--- config.mk ---
export PLATFORM = sky130hd
export DESIGN_NAME = rlbg_core
export DESIGN_NICKNAME = d
export VERILOG_FILES = /design/src/core/rlbg_pkg.sv /design/src/core/rlbg_core.sv /design/src/core/rlbg_lock_decode.sv /design/src/core/rlbg_busy_gate.sv
export SDC_FILE = /design/constraint.sdc
export NUM_CORES = 1
export LEC_CHECK = 0
export ABC_AREA = 1
export CAP_MARGIN = 20
export CORE_AREA = 2 2 96 98
export CTS_BUF_LIST = sky130_fd_sc_hd__clkbuf_2
export DETAILED_ROUTE_END_ITERATION = 8
export DIE_AREA = 0 0 98 100
export DONT_BUFFER_PORTS = 1
export GPL_TIMING_DRIVEN = 0
export HOLD_SLACK_MARGIN = 0.03
export PLACE_DENSITY = 0.48
export RECOVER_POWER = 50
export SKIP_LAST_GASP = 1
export SLEW_MARGIN = 20
export SYNTH_ARGS = -nofsm -noshare
export SYNTH_HDL_FRONTEND = slang
export SYNTH_HIERARCHICAL = 1
export SYNTH_SLANG_ARGS = --single-unit
--- constraint.sdc ---
create_clock -name mclk -period 1.3 [get_ports mclk]
set_input_delay 0.26 -clock mclk [delete_from_list [all_inputs] [get_ports mclk]]
set_output_delay 0.26 -clock mclk [all_outputs]
set_load 0.005 [all_outputs]
--- src/core/rlbg_pkg.sv ---
// rlbg_pkg: constants, types and decode functions shared by the
// register lock and busy gating logic.
// assumes a byte-level two-wire front end and a nonvolatile cell store.
package rlbg_pkg;

  ////////////////////////////////////////////////////////////////////////
  // register pointers
  localparam logic [7:0] RLBG_PTR_TEMP = 8'h00;
  localparam logic [7:0] RLBG_PTR_CFG = 8'h01;
  localparam logic [7:0] RLBG_PTR_TLOW = 8'h02;
  localparam logic [7:0] RLBG_PTR_THIGH = 8'h03;
  localparam logic [7:0] RLBG_PTR_NVCFG = 8'h11;
  localparam logic [7:0] RLBG_PTR_NVTLOW = 8'h12;
  localparam logic [7:0] RLBG_PTR_NVTHIGH = 8'h13;

  ////////////////////////////////////////////////////////////////////////
  // command opcodes and general call bytes
  localparam logic [7:0] RLBG_OPC_COPY_NV2V = 8'hB8;
  localparam logic [7:0] RLBG_OPC_COPY_V2NV = 8'h48;
  localparam logic [7:0] RLBG_GC_LATCH = 8'h04;
  localparam logic [7:0] RLBG_GC_RESET = 8'h06;

  ////////////////////////////////////////////////////////////////////////
  // nonvolatile configuration word layout
  localparam int RLBG_NVCFG_W = 16;
  localparam int RLBG_LOCK_POS = 2;
  localparam int RLBG_LOCKDOWN_POS = 1;

  ////////////////////////////////////////////////////////////////////////
  // types
  typedef enum logic [1:0] {
    RLBG_ADDR_OWN,
    RLBG_ADDR_EEPROM,
    RLBG_ADDR_ARA,
    RLBG_ADDR_GCALL
  } rlbg_addr_e;

  typedef enum logic [2:0] {
    RLBG_OP_NONE,
    RLBG_OP_VOL_WR,
    RLBG_OP_NV_WR,
    RLBG_OP_COPY_NV2V,
    RLBG_OP_COPY_V2NV
  } rlbg_op_e;

  ////////////////////////////////////////////////////////////////////////
  // decode functions
  function automatic logic rlbg_is_vol(input logic [7:0] p);
    return (p == RLBG_PTR_CFG) || (p == RLBG_PTR_TLOW) || (p == RLBG_PTR_THIGH);
  endfunction : rlbg_is_vol

  function automatic logic rlbg_is_nv(input logic [7:0] p);
    return (p == RLBG_PTR_NVCFG) || (p == RLBG_PTR_NVTLOW) || (p == RLBG_PTR_NVTHIGH);
  endfunction : rlbg_is_nv

  function automatic logic rlbg_is_opc(input logic [7:0] b);
    return (b == RLBG_OPC_COPY_NV2V) || (b == RLBG_OPC_COPY_V2NV);
  endfunction : rlbg_is_opc

endpackage : rlbg_pkg

--- src/core/rlbg_core.sv ---
// rlbg_core: register lock enforcement and nonvolatile busy gating for
// a two-wire temperature sensor target.
// assumes a byte-level front end that flags start, stop, address and
// received write bytes one cycle each, and waits for resp_valid.
// Summary of operation
// lock bit blocks all configuration and limit changes
// writing lock bit zero clears the lock
// locked nonvolatile config write changes only lock
// lockdown is one-time, blocks changes forever
// lockdown dominates; decode lock bits to three states
// lock state survives power, reset, general call
// disallowed command while busy gets NACK
// busy nonvolatile write: NACK after first data byte
// busy disallowed read: NACK after address byte
// pointer writes, temperature reads allowed while busy
// volatile reads allowed unless nv->v copy runs
// busy rejects writes, nv access, copies, ARA, general call
// master sends opcode in pointer byte position
// opcode leaves pointer register unchanged
// B8h copies nv to volatile, 48h reverse
// busy flag set throughout program or copy
// locked-out writes do nothing but still ACK
// copy starts at stop; repeated start aborts
// lock checks use current nv config at completion
`timescale 1ns/100ps
`default_nettype none
module rlbg_core #(
  parameter int NVCFG_W = rlbg_pkg::RLBG_NVCFG_W
) (
  input wire logic mclk,
  input wire logic rst_n,
  input wire logic ev_start,
  input wire logic ev_stop,
  input wire logic ev_addr,
  input wire rlbg_pkg::rlbg_addr_e addr_kind,
  input wire logic addr_rd,
  input wire logic ev_byte,
  input wire logic [7:0] byte_data,
  input wire logic nv_lock,
  input wire logic nv_lockdown,
  input wire logic nv_done,
  input wire logic eeprom_busy,
  output logic resp_valid,
  output logic resp_ack,
  output logic [7:0] pointer,
  output logic op_start,
  output rlbg_pkg::rlbg_op_e op_kind,
  output logic [15:0] op_data,
  output logic op_lock_only,
  output logic nonvolatile_busy_flag,
  output logic copy_nv2v_run
);
  import rlbg_pkg::*;

  if (NVCFG_W != 16 || RLBG_LOCK_POS >= NVCFG_W || RLBG_LOCKDOWN_POS >= NVCFG_W) begin : g_bad_width
    $error("nonvolatile configuration width unsupported");
  end

  ////////////////////////////////////////////////////////////////////////
  // state
  typedef enum logic [3:0] {
    S_IDLE,
    S_PTR,
    S_HI,
    S_LO,
    S_DONE,
    S_CMD,
    S_GC,
    S_PASS,
    S_NACK
  } rlbg_state_e;

  typedef struct packed {
    rlbg_state_e st;
    logic [7:0] ptr;
    logic [7:0] hi;
    logic [7:0] lo;
    logic cmd_nv2v;
    logic busy;
    logic nv2v;
    logic resp_valid;
    logic resp_ack;
    logic op_start;
    rlbg_op_e op_kind;
    logic op_lock_only;
  } rlbg_regs_s;

  rlbg_regs_s r;
  rlbg_regs_s next_r;

  logic unlocked;
  logic lock_soft;
  logic lock_down;
  logic addr_ok;
  logic opc_ok;
  logic hi_ok;
  logic gc_ok;
  logic busy_any;
  logic [15:0] wdata;

  assign busy_any = r.busy || eeprom_busy;
  assign wdata = {r.hi, r.lo};

  ////////////////////////////////////////////////////////////////////////
  // lock status straight from nonvolatile cells; never reset here
  rlbg_lock_decode u_lock (
    .mclk(mclk),
    .rst_n(rst_n),
    .nv_lock(nv_lock),
    .nv_lockdown(nv_lockdown),
    .unlocked(unlocked),
    .lock_soft(lock_soft),
    .lock_down(lock_down)
  );

  rlbg_busy_gate u_gate (
    .mclk(mclk),
    .rst_n(rst_n),
    .busy(busy_any),
    .nv2v_run(r.busy && r.nv2v),
    .addr_kind(addr_kind),
    .addr_rd(addr_rd),
    .ptr(r.ptr),
    .byte_data(byte_data),
    .addr_ok(addr_ok),
    .opc_ok(opc_ok),
    .hi_ok(hi_ok),
    .gc_ok(gc_ok)
  );

  ////////////////////////////////////////////////////////////////////////
  // transfer tracking and commit decisions
  always_comb begin
    next_r = r;
    next_r.resp_valid = 1'h0;
    next_r.op_start = 1'h0;
    next_r.op_kind = RLBG_OP_NONE;
    next_r.op_lock_only = 1'h0;
    if (nv_done) begin
      next_r.busy = 1'h0;
    end
    if (ev_start) begin
      next_r.st = S_IDLE;
    end else if (ev_stop) begin
      next_r.st = S_IDLE;
      if (r.st == S_DONE && !busy_any) begin
        if (rlbg_is_vol(r.ptr) && unlocked) begin
          next_r.op_start = 1'h1;
          next_r.op_kind = RLBG_OP_VOL_WR;
        end else if (rlbg_is_nv(r.ptr) && unlocked) begin
          next_r.op_start = 1'h1;
          next_r.op_kind = RLBG_OP_NV_WR;
          next_r.busy = 1'h1;
          next_r.nv2v = 1'h0;
        end else if (lock_soft && r.ptr == RLBG_PTR_NVCFG && !wdata[RLBG_LOCK_POS]) begin
          next_r.op_start = 1'h1;
          next_r.op_kind = RLBG_OP_NV_WR;
          next_r.op_lock_only = 1'h1;
          next_r.busy = 1'h1;
          next_r.nv2v = 1'h0;
        end
      end else if (r.st == S_CMD && !busy_any && unlocked) begin
        next_r.op_start = 1'h1;
        next_r.op_kind = r.cmd_nv2v ? RLBG_OP_COPY_NV2V : RLBG_OP_COPY_V2NV;
        next_r.busy = 1'h1;
        next_r.nv2v = r.cmd_nv2v;
      end
    end else if (ev_addr) begin
      next_r.resp_valid = 1'h1;
      next_r.resp_ack = addr_ok;
      if (!addr_ok) begin
        next_r.st = S_NACK;
      end else if (addr_kind == RLBG_ADDR_OWN && !addr_rd) begin
        next_r.st = S_PTR;
      end else if (addr_kind == RLBG_ADDR_GCALL) begin
        next_r.st = S_GC;
      end else begin
        next_r.st = S_PASS;
      end
    end else if (ev_byte) begin
      next_r.resp_valid = 1'h1;
      next_r.resp_ack = 1'h1;
      case (r.st)
        S_PTR: begin
          if (rlbg_is_opc(byte_data)) begin
            next_r.resp_ack = opc_ok;
            next_r.cmd_nv2v = (byte_data == RLBG_OPC_COPY_NV2V);
            next_r.st = opc_ok ? S_CMD : S_NACK;
          end else begin
            next_r.ptr = byte_data;
            next_r.st = S_HI;
          end
        end
        S_HI: begin
          next_r.resp_ack = hi_ok;
          next_r.hi = byte_data;
          next_r.st = hi_ok ? S_LO : S_NACK;
        end
        S_LO: begin
          next_r.lo = byte_data;
          next_r.st = S_DONE;
        end
        S_GC: begin
          next_r.resp_ack = gc_ok;
          next_r.st = gc_ok ? S_PASS : S_NACK;
        end
        S_DONE, S_CMD, S_PASS: next_r.resp_ack = 1'h1;
        S_NACK, S_IDLE: next_r.resp_ack = 1'h0;
        default: next_r.resp_ack = 1'h0;
      endcase
    end
  end

  always_ff @(posedge mclk) begin
    if (!rst_n) begin
      r <= '0;
    end else begin
      r <= next_r;
    end
  end

  ////////////////////////////////////////////////////////////////////////
  // outputs
  assign resp_valid = r.resp_valid;
  assign resp_ack = r.resp_ack;
  assign pointer = r.ptr;
  assign op_start = r.op_start;
  assign op_kind = r.op_kind;
  assign op_data = wdata;
  assign op_lock_only = r.op_lock_only;
  assign nonvolatile_busy_flag = r.busy;
  assign copy_nv2v_run = r.busy && r.nv2v;
endmodule : rlbg_core
`default_nettype wire

--- src/core/rlbg_lock_decode.sv ---
// rlbg_lock_decode: turns the two lock bits of the nonvolatile
// configuration word into a lock status.
// assumes both bits come straight from the nonvolatile cell store.
`timescale 1ns/100ps
`default_nettype none
module rlbg_lock_decode (
  input wire logic mclk,
  input wire logic rst_n,
  input wire logic nv_lock,
  input wire logic nv_lockdown,
  output logic unlocked,
  output logic lock_soft,
  output logic lock_down
);
  import rlbg_pkg::*;

  ////////////////////////////////////////////////////////////////////////
  // lockdown dominates the reversible lock
  always_comb begin
    lock_down = nv_lockdown;
    lock_soft = nv_lock && !nv_lockdown;
    unlocked = !nv_lock && !nv_lockdown;
  end
endmodule : rlbg_lock_decode
`default_nettype wire

--- src/core/rlbg_busy_gate.sv ---
// rlbg_busy_gate: decides which transfers may be acknowledged while a
// nonvolatile operation runs.
// assumes the busy inputs are registered flags of the caller.
`timescale 1ns/100ps
`default_nettype none
module rlbg_busy_gate (
  input wire logic mclk,
  input wire logic rst_n,
  input wire logic busy,
  input wire logic nv2v_run,
  input wire rlbg_pkg::rlbg_addr_e addr_kind,
  input wire logic addr_rd,
  input wire logic [7:0] ptr,
  input wire logic [7:0] byte_data,
  output logic addr_ok,
  output logic opc_ok,
  output logic hi_ok,
  output logic gc_ok
);
  import rlbg_pkg::*;

  logic rd_ok;

  ////////////////////////////////////////////////////////////////////////
  always_comb begin
    // temperature always readable, volatile set unless nv->v copy runs
    rd_ok = (ptr == RLBG_PTR_TEMP) || (rlbg_is_vol(ptr) && !nv2v_run);
    case (addr_kind)
      RLBG_ADDR_OWN: addr_ok = !busy || !addr_rd || rd_ok;
      RLBG_ADDR_GCALL: addr_ok = 1'h1;
      default: addr_ok = !busy;
    endcase
    opc_ok = !busy;
    hi_ok = !busy || !(rlbg_is_vol(ptr) || rlbg_is_nv(ptr));
    gc_ok = !busy || !((byte_data == RLBG_GC_LATCH) || (byte_data == RLBG_GC_RESET));
  end
endmodule : rlbg_busy_gate
`default_nettype wire

; ---- Word-level counts from Yosys, hierarchy flattened
; Index checks and enable logic that the tools add are counted.
[totals]
word_cells = 127
output_inout_bits = 33
regBits = 38
input_bits = 21
[classes]
n_reduce_logical = 49
n_mux = 40
n_eq_ne = 20
bitwise_logic = 6
[ops]
columns = operator, count
row1 = 4-bit 2-to-1 mux, 10
row2 = 8-bit 2-to-1 mux, 4
row3 = 29-bit 2-to-1 mux, 1
row4 = "8-bit by 5-bit equality test with 1-bit output, second input constant", 3
row5 = 2-bit 2-to-1 mux, 9
row6 = "4-bit by 3-bit equality test with 1-bit output, second input constant", 4
row7 = "8-bit by 2-bit equality test with 1-bit output, second input constant", 2
row8 = "8-bit by 3-bit equality test with 1-bit output, second input constant", 2
row9 = 4-bit case mux with 4 select lines, 1
row10 = 5-bit AND reduction, 3
row11 = 1-bit logical OR, 13
row12 = 1-bit logical AND, 12
row13 = 6-bit AND reduction, 2
row14 = 5-bit 2-to-1 mux, 2
row15 = 9-bit 2-to-1 mux, 1
row16 = "4-bit by 2-bit equality test with 1-bit output, second input constant", 2
row17 = "8-bit by 1-bit equality test with 1-bit output, second input constant", 1
row18 = "8-bit by 7-bit equality test with 1-bit output, second input constant", 1
row19 = "8-bit equality test, second input constant", 1
row20 = 1-bit zero test, 8
row21 = 8-bit zero test, 1
row22 = 1-bit 2-to-1 mux, 8
row23 = 3-bit 2-to-1 mux, 2
row24 = 1-bit NOT, 6
row25 = 14 further kinds, 16

; ---- Logic depth before layout (Yosys ltp)
; Gate-level depths: netlist of the first run.
[depth]
ltp_word = 11
mapped_depth = 12
mapped_depth_nobuf = 12

; ---- Cells and area by module
; The synthesis of the first run kept the hierarchy.
[by_module_without_submodules]
columns = mod, cells_each, instances, area_each_um2, seq_area_each_um2
row1 = rlbg_core, 279, 1, 1981.9, 760.7
row2 = rlbg_busy_gate, 27, 1, 138.9, 0.0
row3 = rlbg_lock_decode, 4, 1, 21.3, 0.0

; ---- Worst setup path before layout of the first run
; OpenSTA, ideal clock, no wires.
[synth_path]
path_kind = register to register
start = reg r (netlist bit nonvolatile_busy_flag)
end = reg r[35] (netlist name)
synth_period_minus_slack_ns = 1.410
setup_ns = 0.122
path_stages_with_launch = 12
n_path_buf = 0
required_ns = 1.178
arrival_ns = 1.289
setup_slack_ns = -0.110
path_cell_list = dfxtp_1 > nor2_1 > inv_1 > inv_1 > nor4_1 > nand2_1 > nand2_1 > nand3_1 > nand2_1 > clkinv_1 > o21ai_0 > a21oi_1
[synth_via]
elab_cells_between_ends = 17
classes_between = mux: 7 / reduce/logical: 10
[synth_rtl]
columns = item, line_no
row1 = start: declaration, rlbg_core.sv:88  ; rlbg_regs_s r;
row2 = start signal: assignment, rlbg_core.sv:218  ; r <= next_r;
row3 = 1-bit logical OR, rlbg_core.sv:101  ; assign busy_any = r.busy || eeprom_busy;
row4 = net busy_any, rlbg_core.sv:98  ; logic busy_any;
row5 = 1-bit zero test, -
row6 = net opc_ok, rlbg_core.sv:95  ; logic opc_ok;
row7 = 1-bit logical OR, rlbg_busy_gate.sv:35  ; gc_ok = !busy || !((byte_data == RLBG_GC_LATCH) || (byte_data == RLBG_GC_RESET));
row8 = net gc_ok, rlbg_core.sv:97  ; logic gc_ok;
row9 = 4-bit 2-to-1 mux, rlbg_core.sv:205  ; next_r.st = gc_ok ? S_PASS : S_NACK;
row10 = 4-bit case mux with 4 select lines, rlbg_core.sv:183  ; case (r.st)
row11 = 29-bit 2-to-1 mux, rlbg_core.sv:180  ; end else if (ev_byte) begin
row12 = 4-bit 2-to-1 mux, rlbg_core.sv:168  ; end else if (ev_addr) begin
; The timed path passes the listed nets, and every way through them passes these cells. The select of a mux whose other input is x is not followed.
; A chain may end at the register's enable or synchronous reset.

; ---- Final worst setup path of the first run
; Same ends and word-level chain as after synthesis.

==> results of run 1 <==
## cell type report
type	count	area [µm²]	share of cell area (%)
inverters	45	170	6.60
well taps	111	139	5.39
clock buffers	7	35.0	1.36
flip-flops and latches	38	773	30.0
multi-input cells	193	1010	39.0
repair buffers	20	188	7.28
plain buffers	32	236	9.17
clock inverters	1	30.0	1.17
## flip-flops by register name, indices dropped and copies added, names as in the netlist
name                   flops
op_kind                    3
resp_ack                   1
pointer                    8
r                          6
op_lock_only               1
op_start                   1
nonvolatile_busy_flag      1
resp_valid                 1
op_data                   16
## per-stage QoR
step	cell area (µm²)	power (mW)	instances	worst slack, ns
2_1_floorplan	2140	1.33	309	-0.0575
3_3_place_gp	2280	1.37	420	-0.260
3_5_place_dp	2280	1.37	420	-0.274
4_1_cts	2530	2.17	445	-0.207
5_1_grt	2580	2.26	447	-0.407
6_report	2580	2.15	447	-0.211
## per-layer routing
metal | wire length, µm | track usage [%]
met3 | 279 | 3.69
met4 | 85 | 3.53
met1 | 2440 | 13.8
met5 | 0 | 0
met2 | 2860 | 22.0
## worst min-delay path by stage
stage	startpoint	to	slack, ns	depth (start not counted)
2_1_floorplan	rst_n	op_data[2]	0.40	2
3_3_place_gp	rst_n	op_data[2]	0.41	2
3_5_place_dp	rst_n	op_data[2]	0.41	2
4_1_cts	byte_data[1]	op_data[9]	0.03	2
5_1_grt	rst_n	nonvolatile_busy_flag	0.04	2
6_report	nv_lockdown	op_lock_only	0.05	3
## worst min-delay path, stage by stage
cell and delay (ns):
nor2_2 0.02, nand4_1 0.09, nor4_1 0.05
## repair_timing
| item | CTS | global route |
|---|---|---|
| endpoints found under the hold margin | 21 | 2 |
| setup endpoints to repair | 34 | 37 |
| hold buffers | 13 | 2 |
| resized for setup | 12 | 9 |
| setup buffers | 4 | 0 |
| pin swaps | 14 | 2 |
| gates cloned | 1 | 0 |
## where the power goes
| part | leakage, nW | internal (mW) | total, mW | switching (mW) |
|---|---|---|---|---|
| combinational | 0.792 | 0.0946 | 0.221 | 0.127 |
| sequential | 0.311 | 1.17 | 1.18 | 0.00851 |
| clock | 0.0432 | 0.343 | 0.749 | 0.406 |
| total | 1.15 | 1.61 | 2.15 | 0.541 |
==> reports/metrics.cfg, run 1 <==
[global_route]
grt_overflow_total=0
grt_pass1_wl_um=9470
grt_start_max_net_pins=12
antenna_found_initial=0
grt_pass1_vias=1958
grtUsageTotal_pct=12.1

[routing]
dr.pass1.iters=4
drc=0
wirelength_um=5660
drt_iter0_markers=75
ant_nets=0
vias=1933
vias_per_cell=4.32
wl_per_cell_um=12.7

[clock_network]
h-tree-depth=2
clockBufferDepth=2
cts_num_sinks=38
insertion_delay_ns=0.39
numCtsBuffers=5
tritoncts=yes
root_buffer=clkbuf_2
clk_pin_slew_ns=0.20

[layout]
final_core_util_pct=29.0
drive_gt1_share_pct=24.7
layout.nets=358
final_common_cell=nor2_1
mostFrequentLayoutCells=46 x nor2_1, 41 x nand2_1, 38 x inv_1
area_growth_syn_to_layout_pct=20.8
num-fill-cells=984
diodes=0

[sta]
finalCriticalPeriod_ns=1.51
worstMarginPinSlew_ns=0.477
hold_slack_ns=0.0472
setup_viol=23
hold_viol=0
rsz0062_at_grt=yes
final.period_utilization_pct=116
relSlewSlack_pct=68.2
drv_slew=0
setup_tns_ns=-1.66
clock-skew-final_ns=0.00824
fmax_mhz=662
setup_slack_ns=-0.211

[critical_path]
critPathMaxStageDelay_ns=0.42
cp.required_ns=1.61
crit_path_start_kind=flip-flop
critPathCaptureType=flip-flop
crit_start=nonvolatile_busy_flag
reg2regPathDepth=11
ff2ff_setup_slack_ns=-0.21
worst-path-stages=11
reg2reg_to=r[35]
path_buf_inv=3
crit_chain=nor2_4 -> inv_2 -> inv_2 -> nor4_2 -> nand2_1 -> nand2_1 -> nand3_1 -> nand2_1 -> clkinv_2 -> o21ai_2 -> a21oi_2
crit_fanout=4
crit_slowest_cell=dfxtp_4
crit_family=simple AND/OR/NAND/NOR gates
crit_path_end=r[35]
r2r_start=nonvolatile_busy_flag
timing.critical_path.mode_cell=nand2_1
critical_path_class=reg -> reg
cp.arrival_ns=1.82

[flow_run]
maxCapViolations=0

[place]
globalplace.congestion=0.838
dp_hpwl_um=4360
portBuffers=0

[power]
cellPowerDensity_nw_per_um2=835
ir_drop_v=0.000289
leakagePower_nw=1.15

[floorplanning]
coreArea_um2=8890
dieWidth_um=98
ioPinCount=54
rows=35
die_area_um2=9800
initial_core_util_pct=24.0
chipHeight_um=100

[hold_path]
hp-class=in -> reg

[outcome]
violations=setup timing
outcome=complete, but fails checks

[logic_synthesis]
synth_nets=332
netlist_area_um2=2130
synthCells=309
yosys_warnings=6
syn_avg_cell_area_um2=6.91

Note: power is estimated with default switching activity, not from simulation.
==> inputs of run 2 (changes only) <==
--- a/config.mk
+++ b/config.mk
@@ -6,6 +6,7 @@
 export NUM_CORES = 1
 export LEC_CHECK = 0
 export ABC_AREA = 1
+export ABC_CLOCK_PERIOD_IN_PS = 1300
 export CAP_MARGIN = 20
 export CORE_AREA = 2 2 96 98
 export CTS_BUF_LIST = sky130_fd_sc_hd__clkbuf_2
@@ -14,10 +15,9 @@
 export DONT_BUFFER_PORTS = 1
 export GPL_TIMING_DRIVEN = 0
 export HOLD_SLACK_MARGIN = 0.03
-export PLACE_DENSITY = 0.48
 export RECOVER_POWER = 50
 export SKIP_LAST_GASP = 1
-export SLEW_MARGIN = 20
+export SLEW_MARGIN = 10
 export SYNTH_ARGS = -nofsm -noshare
 export SYNTH_HDL_FRONTEND = slang
 export SYNTH_HIERARCHICAL = 1
==> run 2 against run 1 <==
The flow still finishes with violations (setup timing). Sequential share of layout area down 1.7 points. Maximum frequency grew 3.6%. Register-to-register slack better by 0.05 ns. Clock skew grew 0.0040 ns. Non-clock buffer count up 12. Setup slack gained 0.052 ns. Via count rose by 4.6%.
==> reports/metrics.cfg, run 2 (synthesis gave the netlist of run 1 again) <==
[critical_path]
cp.arrival_ns=1.81  ; about the same
crit_chain=nor2_4 -> inv_2 -> inv_2 -> nor4_2 -> nand2_1 -> inv_1 -> nand2_1 -> nand3_1 -> nand2_1 -> nand2_1 -> nand2_1 -> a21oi_1
crit_path_end=r[37]
r2r_start=nonvolatile_busy_flag
critPathCaptureType=flip-flop
reg2reg_to=r[37]
crit_family=simple AND/OR/NAND/NOR gates
crit_fanout=4  ; unchanged
cp.required_ns=1.65  ; +0.04 ns
worst-path-stages=12  ; +1
crit_path_start_kind=flip-flop
critical_path_class=reg -> reg
timing.critical_path.mode_cell=nand2_1
crit_start=nonvolatile_busy_flag
critPathMaxStageDelay_ns=0.42  ; about the same
crit_slowest_cell=dfxtp_4
reg2regPathDepth=12  ; +1
ff2ff_setup_slack_ns=-0.16  ; +0.05 ns
path_buf_inv=3  ; unchanged

[clock_network]
h-tree-depth=2  ; unchanged
clockBufferDepth=2  ; unchanged
clk_pin_slew_ns=0.21  ; about the same
insertion_delay_ns=0.41  ; +0.02 ns
cts_num_sinks=38  ; unchanged
root_buffer=clkbuf_2
numCtsBuffers=5  ; unchanged
tritoncts=yes

[sta]
drv_slew=0  ; unchanged
hold_slack_ns=0.0261  ; -0.0211 ns
rsz0062_at_grt=yes
hold_viol=0  ; unchanged
clock-skew-final_ns=0.0123  ; +0.00404 ns
fmax_mhz=685  ; +3.6%
setup_slack_ns=-0.159  ; +0.0522 ns
final.period_utilization_pct=112  ; -4.0 points
setup_viol=21  ; -8.7%
finalCriticalPeriod_ns=1.46  ; -0.0522 ns
worstMarginPinSlew_ns=0.550  ; +0.0731 ns
relSlewSlack_pct=63.3  ; -4.9 points

[layout]
final_core_util_pct=31.3  ; +2.3 points
diodes=0  ; unchanged
mostFrequentLayoutCells=41 x nor2_1, 39 x buf_4, 37 x inv_1
final_common_cell=nor2_1
drive_gt1_share_pct=33.0  ; +8.3 points
area_growth_syn_to_layout_pct=30.3
num-fill-cells=948  ; -3.7%
layout.nets=370  ; +3.4%
largest_register_ffs=16  ; unchanged

[global_route]
grt_pass1_vias=1873  ; -4.3%
grt_start_max_net_pins=13  ; +1
antenna_found_initial=0  ; unchanged
grt_pass1_wl_um=9140  ; -3.4%
grtUsageTotal_pct=11.7  ; -0.42 points
grt_overflow_total=0  ; unchanged

[floorplanning]
coreArea_um2=8890  ; unchanged
dieWidth_um=98  ; unchanged
die_area_um2=9800  ; unchanged
initial_core_util_pct=24.0  ; unchanged
chipHeight_um=100  ; unchanged
ioPinCount=54  ; unchanged
rows=35  ; unchanged

[routing]
wirelength_um=5990  ; +5.8%
drt_iter0_markers=87  ; +16%
vias_per_cell=4.41  ; +1.9%
drc=0  ; unchanged
vias=2022  ; +4.6%
wl_per_cell_um=13.1  ; +3.0%
ant_nets=0  ; unchanged
dr.pass1.iters=4  ; unchanged

[outcome]
outcome=complete, but fails checks
violations=setup timing

[flow_run]
maxCapViolations=0  ; unchanged

[power]
cellPowerDensity_nw_per_um2=713  ; -15%
leakagePower_nw=1.23  ; +7.8%
ir_drop_v=0.000279  ; -3.5%

[place]
globalplace.congestion=0.858  ; +2.3%
dp_hpwl_um=4350  ; -0.36%
portBuffers=0  ; unchanged

[hold_path]
hp-class=in -> reg

-- run 2: timing repair --
item | CTS | global route
buffers inserted | 6 | 8
pin swaps | 12 | 8
gates cloned | 1 | 0
hold buffers | 13 | 3
gates resized for setup | 35 | 28
endpoints found under the setup margin | 29 | 35
hold endpoints to repair | 24 | 2
-- run 2: final cells by class --
| class | instances | area, µm² | share of cell area, % |
|---|---|---|---|
| multi-input combinational | 193 | 1080 | 39.0 |
| sequential | 38 | 786 | 28.3 |
| inverter | 45 | 171 | 6.16 |
| tap | 111 | 139 | 4.99 |
| timing repair buffer | 31 | 300 | 10.8 |
| buffer | 33 | 259 | 9.31 |
| clock inverter | 3 | 16.3 | 0.585 |
| clock buffer | 5 | 25.0 | 0.900 |
-- run 2: worst min-delay path by stage --
| stage | startpoint | end | cells past startpoint |
|---|---|---|---|
| after floorplan | rst_n | op_data[2] | 2 |
| final | byte_data[2] | pointer[2] | 2 |
| after global routing | nv_lockdown | op_lock_only | 3 |
| after CTS | rst_n | op_kind[2] | 2 |
| after detailed placement | rst_n | op_data[6] | 2 |
| after global placement | rst_n | op_data[2] | 2 |
-- run 2: report_power, final --
group          switching (mW)  internal [mW]
Sequential            0.00799           1.17
Clock                   0.431          0.122
Combinational           0.143          0.110
Total                   0.583           1.40
-- run 2: worst reg2reg max path, cell delays in order (launching register included) --
cell and delay (ns):
dfxtp_4 0.42, nor2_4 0.04, inv_2 0.08, inv_2 0.06, nor4_2 0.20, nand2_1 0.14
inv_1 0.08, nand2_1 0.05, nand3_1 0.07, nand2_1 0.07, nand2_1 0.06, nand2_1 0.04
a21oi_1 0.11
-- run 2: layer usage --
metal  vias to the layer above  global-route usage [%]  share of wire, %  routed length, µm
met5                         -                       0                 0                  0
met4                         0                    4.27               1.4                 82
met2                        36                    21.9                55               3270
met3                         9                    3.20               3.4                201
met1                       943                    12.6                41               2440
li1                       1034                       -                 -                  -
-- run 2: per-stage QoR --
step	power [mW]	instances	TNS (ns)	area, µm²	setup slack (ns)
after floorplan	1.33	309	-0.0808	2140	-0.0575
after global placement	1.37	420	-2.13	2280	-0.257
after detailed placement	1.37	420	-2.11	2280	-0.272
after CTS	1.97	448	-1.73	2620	-0.183
after global routing	2.07	459	-3.68	2780	-0.290
final	1.98	459	-1.61	2780	-0.159
==> inputs of run 3 (changes only) <==
--- a/config.mk
+++ b/config.mk
@@ -8,6 +8,8 @@
 export ABC_AREA = 1
 export ABC_CLOCK_PERIOD_IN_PS = 1300
 export CAP_MARGIN = 20
+export CELL_PAD_IN_SITES_DETAIL_PLACEMENT = 1
+export CELL_PAD_IN_SITES_GLOBAL_PLACEMENT = 1
 export CORE_AREA = 2 2 96 98
 export CTS_BUF_LIST = sky130_fd_sc_hd__clkbuf_2
 export DETAILED_ROUTE_END_ITERATION = 8
@@ -15,6 +17,7 @@
 export DONT_BUFFER_PORTS = 1
 export GPL_TIMING_DRIVEN = 0
 export HOLD_SLACK_MARGIN = 0.03
+export PLACE_DENSITY_LB_ADDON = 0.1
 export RECOVER_POWER = 50
 export SKIP_LAST_GASP = 1
 export SLEW_MARGIN = 10
==> run 3 against run 2 <==
The run still ends with setup timing left. Setup slack got worse by 0.093 ns. Die area stayed put. Sequential share of layout area about the same. Wire length increased by 12%. Register-to-register slack worse by 0.09 ns. Cell area up 1.1%. Clock power is 2% higher. Clock-buffer cell count is the same. Critical endpoint is now r[7]. Worst hold slack better by 0.088 ns. Cell count decreased by 1.5%. Sequential cell count unchanged. First-iteration DRC count is 54% lower.
==> reports/metrics.cfg, run 3 (synthesis gave the netlist of run 1 again) <==
[outcome]
outcome=complete, but fails checks
violations=setup timing

[layout]
diodes=0  ; unchanged
num-fill-cells=1105  ; +17%
mostFrequentLayoutCells=39 x nor2_1, 35 x inv_1, 33 x buf_4
final_common_cell=nor2_1
area_growth_syn_to_layout_pct=31.7
final_core_util_pct=31.6  ; +0.34 points
largest_register_ffs=16  ; unchanged
drive_gt1_share_pct=36.1  ; +3.0 points
layout.nets=363  ; -1.9%

[place]
dp_hpwl_um=4920  ; +13%
portBuffers=0  ; unchanged
globalplace.congestion=0.736  ; -14%

[critical_path]
critical_path_class=reg -> reg
crit_fanout=4  ; unchanged
crit_family=simple AND/OR/NAND/NOR gates
crit_chain=nor2_4 -> inv_4 -> buf_4 -> buf_6 -> nor2_4 -> nand2_2 -> nor2_4 -> nand2_2 -> nand2_2 -> nand3_2 -> nand3_2 -> nand2_1
path_buf_inv=3  ; unchanged
critPathMaxStageDelay_ns=0.41  ; about the same
cp.required_ns=1.63  ; -0.02 ns
crit_path_start_kind=flip-flop
critPathCaptureType=flip-flop
cp.arrival_ns=1.88  ; +0.07 ns
crit_slowest_cell=dfxtp_4

[clock_network]
cts_num_sinks=38  ; unchanged
root_buffer=clkbuf_2
insertion_delay_ns=0.42  ; about the same
clk_pin_slew_ns=0.21  ; about the same
clockBufferDepth=2  ; unchanged
numCtsBuffers=5  ; unchanged
tritoncts=yes
h-tree-depth=2  ; unchanged

[sta]
rsz0062_at_grt=yes
fmax_mhz=644  ; -6.0%
drv_slew=0  ; unchanged
finalCriticalPeriod_ns=1.55  ; +0.0933 ns
final.period_utilization_pct=119  ; +7.2 points
setup_viol=22  ; +4.8%
relSlewSlack_pct=66.7  ; +3.4 points
worstMarginPinSlew_ns=0.499  ; -0.0508 ns
setup_slack_ns=-0.252  ; -0.0933 ns
clock-skew-final_ns=0.0299  ; +0.0176 ns
hold_viol=0  ; unchanged

[power]
leakagePower_nw=1.25  ; +1.4%
ir_drop_v=0.000276  ; -1.3%
p_total_mw=2.00  ; +0.90%
cellPowerDensity_nw_per_um2=711  ; -0.17%

[floorplanning]
dieWidth_um=98  ; unchanged
initial_core_util_pct=24.0  ; unchanged
ioPinCount=54  ; unchanged
die_area_um2=9800  ; unchanged
chipHeight_um=100  ; unchanged
coreArea_um2=8890  ; unchanged
rows=35  ; unchanged

[global_route]
grtUsageTotal_pct=14.1  ; +2.4 points
met3_usage_pct=2.79  ; -0.42 points
grt_pass1_wl_um=11000  ; +20%
grt_busiest_layer=met2
grt_start_max_net_pins=13  ; unchanged
grt.met1_usage_pct=17.9  ; +5.2 points
grt_use_met2_pct=24.8  ; +2.9 points
grt_pass1_vias=2090  ; +12%
antenna_found_initial=0  ; unchanged
grt_overflow_total=0  ; unchanged

[routing]
dr.pass1.iters=4  ; unchanged
wirelength_um=6680  ; +12%
vias=1957  ; -3.2%
vias_per_cell=4.33  ; -1.7%
ant_nets=0  ; unchanged
drt_iter0_markers=40  ; -54%
wl_per_cell_um=14.8  ; +13%
drc=0  ; unchanged

[flow_run]
maxCapViolations=0  ; unchanged

[hold_path]
hp-class=in -> reg

==> run 3: path summary, 6_finish.rpt <==
| path | slack, ns | from | depth (start not counted) | to |
|---|---|---|---|---|
| worst min-delay path | 0.11 | byte_data[6] | 3 | r[9] |
| worst max-delay path | -0.25 | nonvolatile_busy_flag | 12 | r[7] |
| worst max register to register | -0.25 | nonvolatile_busy_flag | 12 | r[7] |
| worst min register to register | 0.49 | pointer[2] | 2 | pointer[2] |
==> run 3: layout make-up <==
cell class,count,area (µm²),area share (%)
flip-flops and latches,38,795,28.3
well taps,111,139,4.94
inverters,45,175,6.23
clock inverters,3,16.3,0.579
clock buffers,5,25.0,0.890
repair buffers,24,250,8.90
multi-input cells,193,1150,40.9
plain buffers,33,263,9.35
==> run 3: where the power goes <==
part	switching, mW	internal [mW]
logic	0.158	0.108
clock network	0.443	0.123
registers	0.00763	1.16
==> run 3: worst reg2reg max path: stages, from the launching register on <==
cell and delay [ns]:
dfxtp_4 0.41, nor2_4 0.12, inv_4 0.06, buf_4 0.13, buf_6 0.11, nor2_4 0.07
nand2_2 0.09, nor2_4 0.12, nand2_2 0.07, nand2_2 0.08, nand3_2 0.10, nand3_2 0.07
nand2_1 0.06
==> run 3: through the flow <==
step | setup WS (ns) | hold slack, ns | TNS, ns | std cells | instance area, µm²
after floorplan | -0.0575 | 0.398 | -0.0808 | 309 | 2140
after global routing | -0.416 | 0.0951 | -6.21 | 452 | 2810
after global placement | -0.311 | 0.406 | -2.89 | 420 | 2280
final | -0.252 | 0.114 | -3.17 | 452 | 2810
after CTS | -0.250 | 0.0525 | -3.55 | 449 | 2640
after detailed placement | -0.308 | 0.411 | -3.13 | 420 | 2280
==> run 3: metal layers <==
metal  vias to the layer above  share of wire [%]
met4                         0                1.0
met2                        22                 50
met1                       905                 46
met3                         7                2.2
met5                         -                  0
li1                       1023                  -
==> run 3: repair_timing <==
item	CTS	global route
gates cloned	1	0
hold endpoints to repair	28	0
buffers inserted	6	3
hold buffers	14	0
resized for setup	33	49
pin swaps	14	11
setup endpoints to repair	39	44
